--- config.mk ---
export PLATFORM = sky130hd
export DESIGN_NAME = cri_core
export DESIGN_NICKNAME = d
export VERILOG_FILES = /design/src/cri_pkg.sv /design/src/cri_core.sv
export SDC_FILE = /design/constraint.sdc
export NUM_CORES = 1
export LEC_CHECK = 0
export CAP_MARGIN = 20
export CORE_ASPECT_RATIO = 1.5
export CORE_MARGIN = 2
export CORE_UTILIZATION = 43
export DETAILED_ROUTE_END_ITERATION = 8
export DONT_BUFFER_PORTS = 1
export PLACE_DENSITY = 0.64
export SLEW_MARGIN = 20
export SYNTH_ARGS = -nofsm -noshare
export SYNTH_HDL_FRONTEND = slang
export SYNTH_SLANG_ARGS = --single-unit
--- constraint.sdc ---
create_clock -name clk -period 9.9 [get_ports clk]
set_input_delay 0.495 -clock clk [delete_from_list [all_inputs] [get_ports clk]]
set_output_delay 0.495 -clock clk [all_outputs]
set_load 0.005 [all_outputs]
--- src/cri_pkg.sv ---
// Purpose: Shared constants for the CPU register and interrupt core
// Assumes: 32-bit APB data, byte addresses, one word per register
// Notes:   Offsets, command bits, mode codes and restart addresses live here
package cri_pkg;
   // ------------------------------------------------------------
   // Register offsets (byte addresses)
   // ------------------------------------------------------------
   localparam logic [7:0] OFF_BANK_BASE   = 8'h00;
   localparam logic [7:0] OFF_IDX_FIRST   = 8'h20;
   localparam logic [7:0] OFF_IDX_SECOND  = 8'h24;
   localparam logic [7:0] OFF_STACK_TOP   = 8'h28;
   localparam logic [7:0] OFF_PROG_CNT    = 8'h2C;
   localparam logic [7:0] OFF_VEC_REFRESH = 8'h30;
   localparam logic [7:0] OFF_STATUS      = 8'h34;
   localparam logic [7:0] OFF_CMD         = 8'h38;

   // ------------------------------------------------------------
   // Command register bits (write-one pulses)
   // ------------------------------------------------------------
   localparam int CMD_EX_ACC   = 0;
   localparam int CMD_EX_GEN   = 1;
   localparam int CMD_EN_IRQ   = 2;
   localparam int CMD_DIS_IRQ  = 3;
   localparam int CMD_RET_NMI  = 4;
   localparam int CMD_MODE0    = 5;
   localparam int CMD_MODE1    = 6;
   localparam int CMD_MODE2    = 7;

   // ------------------------------------------------------------
   // Mode codes, restart addresses, reset values, timing
   // ------------------------------------------------------------
   localparam logic [1:0]  IM_MODE0     = 2'b00;
   localparam logic [1:0]  IM_MODE1     = 2'b10;
   localparam logic [1:0]  IM_MODE2     = 2'b11;
   localparam logic [15:0] RST_NMI      = 16'h0066;
   localparam logic [15:0] RST_MODE1    = 16'h0038;
   localparam logic [15:0] RESET_WORD   = 16'h0000;
   localparam logic [7:0]  RESET_BYTE   = 8'h00;
   localparam logic [7:0]  VEC_LOW_MASK = 8'hFE;
   localparam int          ACK_WAIT_STATES = 2;

   typedef enum logic [2:0] {
      ST_IDLE, ST_ACK_ADDR, ST_ACK_WAIT, ST_ACK_READ, ST_REFRESH
   } cri_state_e;
endpackage : cri_pkg

--- src/cri_core.sv ---
// Purpose: Register file and interrupt acceptance of an 8-bit CPU, APB slave
// Assumes: Interrupt, bus request and data pins are asynchronous
// Notes:   instrLastClock and fetchRefresh come from sequencing logic on clk
//
// Function
// - Main and alternate accumulator, flags and six general registers; exchanges swap.
// - General registers pair as three 16-bit words, first name high byte.
// - Eight-bit vector page base gives upper address byte for vectored interrupts.
// - Two 16-bit index registers, stack pointer and program counter.
// - Enable flop 1 means enabled; shadow keeps it during nonmaskable service.
// - Two mode flops select one of three maskable modes; nonmaskable fixed.
// - Nonmaskable input wins; maskable input needs software enable.
// - Both requests sampled at last clock of each instruction.
// - Nonmaskable request accepted regardless of any software setting.
// - Accepted nonmaskable request without bus request jumps to 0066H.
// - Maskable acknowledge needs enable and no bus request; same timing always.
// - Acknowledge is an opcode fetch with I/O strobe instead of memory strobe.
// - Two wait states inserted into the acknowledge fetch.
// - Mode 1 jumps to restart address 0038H.
// - Vectored mode pointer is base register high, supplied vector low.
// - Reset and disable clear both enable flops; enable sets both.
`timescale 1ns/1ns
module cri_core
   import cri_pkg::*;
#(
   parameter int ADDR_W = 8
) (
   input  wire logic              clk,
   input  wire logic              reset,
   input  wire logic              psel,
   input  wire logic              penable,
   input  wire logic              pwrite,
   input  wire logic [ADDR_W-1:0] paddr,
   input  wire logic [31:0]       pwdata,
   output logic      [31:0]       prdata,
   output logic                   pready,
   output logic                   pslverr,
   input  wire logic              nmiRequestN,
   input  wire logic              irqRequestN,
   input  wire logic              busRequestN,
   input  wire logic [7:0]        dataBusIn,
   input  wire logic              instrLastClock,
   input  wire logic              fetchRefresh,
   output logic      [15:0]       addressBus,
   output logic                   memoryRequestN,
   output logic                   ioRequestN,
   output logic                   opcodeFetchN,
   output logic                   refreshStrobeN,
   output logic                   nmiTaken,
   output logic                   irqAckDone
);
   // ------------------------------------------------------------
   // State
   // ------------------------------------------------------------
   logic [15:0] bank_reg [0:1][0:3];
   logic        accSel_reg;
   logic        genSel_reg;
   logic [15:0] indexFirst_reg;
   logic [15:0] indexSecond_reg;
   logic [15:0] stackTopPointer_reg;
   logic [15:0] programCounter_reg;
   logic [7:0]  vectorPageBase_reg;
   logic [7:0]  refreshCounter_reg;
   logic        irqEnableFf_reg;
   logic        irqEnableShadowFf_reg;
   logic        irqModeFfHigh_reg;
   logic        irqModeFfLow_reg;
   logic        nmiPending_reg;
   logic        nmiPrev_reg;
   logic [10:0] pinSync1_reg;
   logic [10:0] pinSync2_reg;
   logic [7:0]  lastVector_reg;
   logic [15:0] tablePointer_reg;
   logic [0:0]  waitCnt_reg;
   cri_state_e  state_reg;

   logic        apbWr;
   logic        addrOk;
   logic [7:0]  cmd;
   logic [31:0] readMux;
   logic        nmiSync;
   logic        irqSync;
   logic        busFree;
   logic [7:0]  dataSync;
   logic [1:0]  irqMode;
   logic        nmiAccept;
   logic        irqAccept;
   logic        ackDone;
   logic        refreshDone;

   // ------------------------------------------------------------
   // Pin synchronisers
   // ------------------------------------------------------------
   // request, bus request and data pins, two flops each
   always_ff @(posedge clk or posedge reset) begin
      if (reset) begin
         pinSync1_reg <= 11'h7FF;
         pinSync2_reg <= 11'h7FF;
      end else begin
         pinSync1_reg <= {dataBusIn, busRequestN, irqRequestN, nmiRequestN};
         pinSync2_reg <= pinSync1_reg;
      end
   end

   assign nmiSync  = pinSync2_reg[0];
   assign irqSync  = pinSync2_reg[1];
   assign busFree  = pinSync2_reg[2];
   assign dataSync = pinSync2_reg[10:3];
   assign irqMode  = {irqModeFfHigh_reg, irqModeFfLow_reg};

   // ------------------------------------------------------------
   // APB slave
   // ------------------------------------------------------------
   // Write lands on the edge where the master sees pready high
   assign apbWr  = psel & penable & pready & pwrite;
   assign addrOk = (paddr[1:0] == 2'b00) && (paddr <= OFF_CMD);
   assign cmd    = (apbWr && paddr == OFF_CMD) ? pwdata[7:0] : 8'h00;

   always_ff @(posedge clk or posedge reset) begin
      if (reset) begin
         pready  <= 1'b0;
         pslverr <= 1'b0;
         prdata  <= 32'h0000_0000;
      end else begin
         pready  <= psel & penable & ~pready;
         pslverr <= psel & penable & ~pready & ~addrOk;
         if (psel & penable & ~pready) begin
            prdata <= readMux;
         end
      end
   end

   always_comb begin
      readMux = 32'h0000_0000;
      if (addrOk && paddr < OFF_IDX_FIRST) begin
         readMux[15:0] = bank_reg[paddr[4] ^ ((paddr[3:2] == 2'b00) ? accSel_reg : genSel_reg)]
                                 [paddr[3:2]];
      end else if (addrOk) begin
         case (paddr)
            OFF_IDX_FIRST:   readMux[15:0] = indexFirst_reg;
            OFF_IDX_SECOND:  readMux[15:0] = indexSecond_reg;
            OFF_STACK_TOP:   readMux[15:0] = stackTopPointer_reg;
            OFF_PROG_CNT:    readMux[15:0] = programCounter_reg;
            OFF_VEC_REFRESH: readMux[15:0] = {vectorPageBase_reg, refreshCounter_reg};
            OFF_STATUS: readMux = {tablePointer_reg, lastVector_reg, genSel_reg, accSel_reg,
                                   nmiPending_reg, (state_reg != ST_IDLE), irqModeFfLow_reg,
                                   irqModeFfHigh_reg, irqEnableShadowFf_reg, irqEnableFf_reg};
            default:         readMux = 32'h0000_0000;
         endcase
      end
   end

   // ------------------------------------------------------------
   // Register banks and exchange
   // ------------------------------------------------------------
   // exchange flips the active set
   always_ff @(posedge clk or posedge reset) begin
      if (reset) begin
         accSel_reg <= 1'b0;
         genSel_reg <= 1'b0;
      end else begin
         if (cmd[CMD_EX_ACC]) accSel_reg <= ~accSel_reg;
         if (cmd[CMD_EX_GEN]) genSel_reg <= ~genSel_reg;
      end
   end

   // Offsets 00..0C hit the active set, 10..1C the inactive one
   for (genvar s = 0; s < 2; s++) begin : gSet
      for (genvar p = 0; p < 4; p++) begin : gPair
         logic hit;
         logic sel;
         assign sel = (p == 0) ? accSel_reg : genSel_reg;
         assign hit = apbWr && addrOk && paddr < OFF_IDX_FIRST &&
                      paddr[3:2] == 2'(p) && (paddr[4] == (sel ^ 1'(s)));
         always_ff @(posedge clk or posedge reset) begin
            if (reset) begin
               bank_reg[s][p] <= RESET_WORD;
            end else if (hit) begin
               bank_reg[s][p] <= pwdata[15:0];
            end
         end
      end
   end

   // ------------------------------------------------------------
   // Index, stack and vector registers
   // ------------------------------------------------------------
   // index and stack words
   always_ff @(posedge clk or posedge reset) begin
      if (reset) begin
         indexFirst_reg      <= RESET_WORD;
         indexSecond_reg     <= RESET_WORD;
         stackTopPointer_reg <= RESET_WORD;
      end else if (apbWr) begin
         if (paddr == OFF_IDX_FIRST)  indexFirst_reg      <= pwdata[15:0];
         if (paddr == OFF_IDX_SECOND) indexSecond_reg     <= pwdata[15:0];
         if (paddr == OFF_STACK_TOP)  stackTopPointer_reg <= pwdata[15:0];
      end
   end

   always_ff @(posedge clk or posedge reset) begin
      if (reset) begin
         vectorPageBase_reg <= RESET_BYTE;
         refreshCounter_reg <= RESET_BYTE;
      end else if (apbWr && paddr == OFF_VEC_REFRESH) begin
         vectorPageBase_reg <= pwdata[15:8];
         refreshCounter_reg <= pwdata[7:0];
      end else if (refreshDone) begin
         refreshCounter_reg <= {refreshCounter_reg[7], refreshCounter_reg[6:0] + 7'h01};
      end
   end

   // ------------------------------------------------------------
   // Interrupt acceptance
   // ------------------------------------------------------------
   // sample at last instruction clock
   assign nmiAccept = instrLastClock && state_reg == ST_IDLE && nmiPending_reg && busFree;
   // maskable needs enable, loses to nonmaskable
   // no bus request during acknowledge start
   assign irqAccept = instrLastClock && state_reg == ST_IDLE && !nmiPending_reg &&
                      !irqSync && irqEnableFf_reg && busFree;
   assign ackDone     = (state_reg == ST_ACK_READ);
   assign refreshDone = (state_reg == ST_REFRESH);

   // Edge is latched so a short pulse between instruction ends is kept; set wins
   always_ff @(posedge clk or posedge reset) begin
      if (reset) begin
         nmiPrev_reg    <= 1'b1;
         nmiPending_reg <= 1'b0;
      end else begin
         nmiPrev_reg <= nmiSync;
         if (nmiPrev_reg && !nmiSync) nmiPending_reg <= 1'b1;
         else if (nmiAccept)          nmiPending_reg <= 1'b0;
      end
   end

   always_ff @(posedge clk or posedge reset) begin
      if (reset) begin
         irqEnableFf_reg       <= 1'b0;
         irqEnableShadowFf_reg <= 1'b0;
      end else if (nmiAccept) begin
         irqEnableShadowFf_reg <= irqEnableFf_reg;
         irqEnableFf_reg       <= 1'b0;
      end else if (irqAccept || cmd[CMD_DIS_IRQ]) begin
         irqEnableFf_reg       <= 1'b0;
         irqEnableShadowFf_reg <= 1'b0;
      end else if (cmd[CMD_EN_IRQ]) begin
         irqEnableFf_reg       <= 1'b1;
         irqEnableShadowFf_reg <= 1'b1;
      end else if (cmd[CMD_RET_NMI]) begin
         irqEnableFf_reg <= irqEnableShadowFf_reg;
      end
   end

   always_ff @(posedge clk or posedge reset) begin
      if (reset) begin
         {irqModeFfHigh_reg, irqModeFfLow_reg} <= IM_MODE0;
      end else if (cmd[CMD_MODE2]) begin
         {irqModeFfHigh_reg, irqModeFfLow_reg} <= IM_MODE2;
      end else if (cmd[CMD_MODE1]) begin
         {irqModeFfHigh_reg, irqModeFfLow_reg} <= IM_MODE1;
      end else if (cmd[CMD_MODE0]) begin
         {irqModeFfHigh_reg, irqModeFfLow_reg} <= IM_MODE0;
      end
   end

   // ------------------------------------------------------------
   // Program counter and vector capture
   // ------------------------------------------------------------
   always_ff @(posedge clk or posedge reset) begin
      if (reset) begin
         programCounter_reg <= RESET_WORD;
      end else if (nmiAccept) begin
         programCounter_reg <= RST_NMI;
      end else if (ackDone && irqMode == IM_MODE1) begin
         programCounter_reg <= RST_MODE1;
      end else if (apbWr && paddr == OFF_PROG_CNT) begin
         programCounter_reg <= pwdata[15:0];
      end
   end

   // Mode 0 keeps the byte for the sequencer to execute
   always_ff @(posedge clk or posedge reset) begin
      if (reset) begin
         lastVector_reg   <= RESET_BYTE;
         tablePointer_reg <= RESET_WORD;
      end else if (ackDone) begin
         lastVector_reg <= dataSync;
         if (irqMode == IM_MODE2) tablePointer_reg <= {vectorPageBase_reg, dataSync};
      end
   end

   // ------------------------------------------------------------
   // Acknowledge and refresh cycle sequencer
   // ------------------------------------------------------------
   // one timing for every mode
   always_ff @(posedge clk or posedge reset) begin
      if (reset) begin
         state_reg   <= ST_IDLE;
         waitCnt_reg <= 1'b0;
      end else begin
         case (state_reg)
            ST_IDLE: begin
               if (irqAccept)         state_reg <= ST_ACK_ADDR;
               else if (fetchRefresh) state_reg <= ST_REFRESH;
            end
            ST_ACK_ADDR: begin
               state_reg   <= ST_ACK_WAIT;
               waitCnt_reg <= 1'b0;
            end
            ST_ACK_WAIT: begin
               waitCnt_reg <= waitCnt_reg + 1'b1;
               if (waitCnt_reg == 1'(ACK_WAIT_STATES - 1)) state_reg <= ST_ACK_READ;
            end
            ST_ACK_READ: state_reg <= ST_IDLE;
            ST_REFRESH:  state_reg <= ST_IDLE;
            default:     state_reg <= ST_IDLE;
         endcase
      end
   end

   // Bus strobes are registered from the next state so they stay glitch free
   always_ff @(posedge clk or posedge reset) begin
      if (reset) begin
         addressBus     <= RESET_WORD;
         memoryRequestN <= 1'b1;
         ioRequestN     <= 1'b1;
         opcodeFetchN   <= 1'b1;
         refreshStrobeN <= 1'b1;
      end else begin
         case (state_reg)
            ST_IDLE: begin
               if (irqAccept) begin
                  addressBus   <= programCounter_reg;
                  opcodeFetchN <= 1'b0;
               end else if (fetchRefresh) begin
                  // all eight bits on the bus
                  addressBus     <= {vectorPageBase_reg, refreshCounter_reg};
                  memoryRequestN <= 1'b0;
                  refreshStrobeN <= 1'b0;
               end
            end
            ST_ACK_ADDR: ioRequestN <= 1'b0;
            ST_ACK_READ: begin
               ioRequestN   <= 1'b1;
               opcodeFetchN <= 1'b1;
            end
            ST_REFRESH: begin
               memoryRequestN <= 1'b1;
               refreshStrobeN <= 1'b1;
            end
            default: ;
         endcase
      end
   end

   always_ff @(posedge clk or posedge reset) begin
      if (reset) begin
         nmiTaken   <= 1'b0;
         irqAckDone <= 1'b0;
      end else begin
         nmiTaken   <= nmiAccept;
         irqAckDone <= ackDone;
      end
   end
endmodule : cri_core

==> results.toml <==
[synthesis]
ys_types = 57
synthXorXnorAreaFrac_pct = 0.9618
postSynthAreaPerCell_um2 = 12.36
synthMuxAreaShare_pct = 21.77
synth_simple_gate_area_share_pct = 7.906
yosysWarnings = 0
synth_flop_cell = "dfrtp_1"
syn_area_um2 = 14180
yosys_register_bits = 321
async_flop_share_pct = 100.0
netlist_instances = 1147
synth_top_family_by_area = "multiplexers"
synth_compound_area_share_pct = 9.344
synth_nets = 1206
yosysSeqAreaShare_pct = 56.88
synth_edf_count = 0
yosys.area_share.adder_pct = 0.08824

[floorplan]
die_area_um2 = 34470
ios = 114
num_rows = 81
die_h_um = 226.4
die_w_um = 152.3
start_util_pct = 43.59
core-area_um2 = 32530

[cells_and_area]
final_area_um2 = 15550
drive_gt1_share_pct = 27.83
final_nets = 1169
syn_to_final_growth_pct = 9.644
n_antenna_cell = 0
largest_reg_flops = 128

[grt]
grt_antenna_before_repair = 0
grt_use_total_pct = 20.30
grt_pass1_wl_um = 54880
grt_overflow = 0
grt_pass1_vias = 9143
grt_max_degree = 102

[clock_tree]
ctsResizeCount = 0
path_clk_slew_ns = 0.07
cts_sinks = 321
post-cts-setup-buffer-count = 0
clk_latency_ns = 0.56
clockBufferDepth = 3
root_buffer = "clkbuf_16"
ctsHoldBuffers = 12
htree_levels = 1
tritoncts = "built"
cts_made_buffers = 29

[timing]
slew_headroom_pct = 26.29
period_minus_slack_ns = 3.085
final_max_slew_viol_count = 0
rsz0062_at_grt = "no"
max_freq_mhz = 324.1
worst_pin_slew_ns = 1.099
fin_crit_sh_pct = 31.17
fin_setup_tns_ns = 0
skew_ns = 0.01267
finalSetupViolations = 0
hold_viol_final = 0

[drt]
vias = 8997
drtPass1Iterations = 5
first_iter_violations = 521
wl_um = 35100
via_per_inst = 5.816
drc = 0
post_drt_wl_per_cell_um = 22.69
ant_nets = 0

[placement]
gp_congestion = 0.8052
io_buffers = 0
dp_hpwl_um = 22660
placedInstanceArea_um2 = 14470

[power_and_ir_drop]
vdd_ir_drop_max_uv = 116.8
power_frac_seq_pct = 52.7
p_leak_nw = 7.164
intPower_mw = 2.062
p_clk_share_pct = 41.8
p_switching_mw = 0.6394
power.density_nw_per_um2 = 173.8
combPwrFrac_pct = 5.5
switching_share_pct = 23.67

[hold_path]
hold_path_class = "input port to flop"

[critical_path]
crit_type = "flop to flop"
critPathLaunchType = "flop"
slowest_delay_ns = 1.07
endpoint_kind = "flop"
cpLargestDelayFamily = "buffers and inverters"
critPathSlowestCell = "clkinv_1"
required_ns = 10.38
crit_chain = "or2_2, clkinv_1, o311ai_0, o22ai_1, a21oi_1"
critPathMaxFanout = 26
path_buf_inv = 1
critical_path_arrival_ns = 3.56

[run_status]
status = "finished clean"

[run]
maxCapViolCount = 0
==> area by class of cell <==
| class | count | area (um^2) |
|---|---|---|
| inverter | 10 | 45.04 |
| sequential | 321 | 8065 |
| clock buffer | 39 | 823.3 |
| multi-input combinational | 725 | 5761 |
| fill | 2815 | 16990 |
| clock inverter | 14 | 131.4 |
| tap | 415 | 519.2 |
| timing repair buffer | 23 | 202.7 |
==> power by group through the flow <==
stage	logic [mW]	clock network, mW	registers [mW]
after detailed placement	0.146	0	1.45
after global placement	0.142	0	1.45
after CTS	0.151	1.15	1.42
after floorplan	0.125	0	1.42
final	0.148	1.13	1.42
after global routing	0.167	1.20	1.43
==> cells by family after synthesis <==
logic type,count (synthesis)
compound gates,197
xor+xnor,13
fa+ha+maj,1
buf+inv,101
flops,321
mux,275
simple gates,239
==> placed cells by master (no fill, tap or decap), types with 17 or more instances in the layout <==
cell	instances
a22o_1	17
dfrtp_1	295
o21ai_0	45
a31oi_1	23
a21oi_1	41
nor2_1	21
nand3_1	39
mux2i_1	65
nand2_1	130
dfstp_2	26
clkbuf_16	29
mux2_2	197
==> stage by stage <==
| stage | hold WS [ns] | worst slack (ns) | std cells | power [mW] | util, % |
|---|---|---|---|---|---|
| after floorplan | 0.3452 | 0.5634 | 1147 | 1.549 | - |
| after global placement | 0.3461 | 6.602 | 1482 | 1.589 | 44.47 |
| after detailed placement | 0.3468 | 6.551 | 1482 | 1.595 | 44.47 |
| after CTS | 0.003076 | 6.805 | 1547 | 2.731 | 47.77 |
| after global routing | 0.01192 | 6.536 | 1547 | 2.800 | 47.79 |
| final | 0.02355 | 6.815 | 1547 | 2.702 | 47.79 |
==> cell usage after synthesis, types with 10 or more instances <==
cell | number | area [um^2]
nor2_1 | 21 | 78.83
mux2i_1 | 65 | 650.6
o32a_1 | 14 | 140.1
dfrtp_1 | 295 | 7382
clkbuf_1 | 57 | 214.0
a31oi_1 | 23 | 143.9
a21oi_1 | 41 | 205.2
o22a_1 | 14 | 122.6
a22oi_1 | 11 | 82.58
mux2_2 | 197 | 2218
o21ai_0 | 45 | 225.2
a22o_1 | 17 | 148.9
mux2_4 | 10 | 150.1
buf_2 | 25 | 125.1
dfstp_2 | 26 | 683.2
nand2_1 | 130 | 488.0
nand3_1 | 39 | 195.2
==> metal layers <==
layer	GRT usage [%]	vias to the layer above	wire, um
met5	0	-	0
met1	25.13	4693	14390
met4	7.024	0	1009
li1	-	4030	-
met2	35.82	209	17970
met3	3.670	65	1722
==> path summary, 6_finish.rpt <==
path,end,depth (start not counted),start,slack [ns]
max,prdata[9],5,pready,6.81
min,irqEnableFf_reg,1,pwdata[3],0.02
max reg2reg,prdata[9],5,pready,6.81
min reg2reg,pinSync2_reg[4],0,pinSync1_reg[4],0.35
max in group asynchronous,bank_reg[73],4,reset,6.97
min in group asynchronous,bank_reg[78],2,reset,0.58
Note: power is estimated with default switching activity, not from simulation.
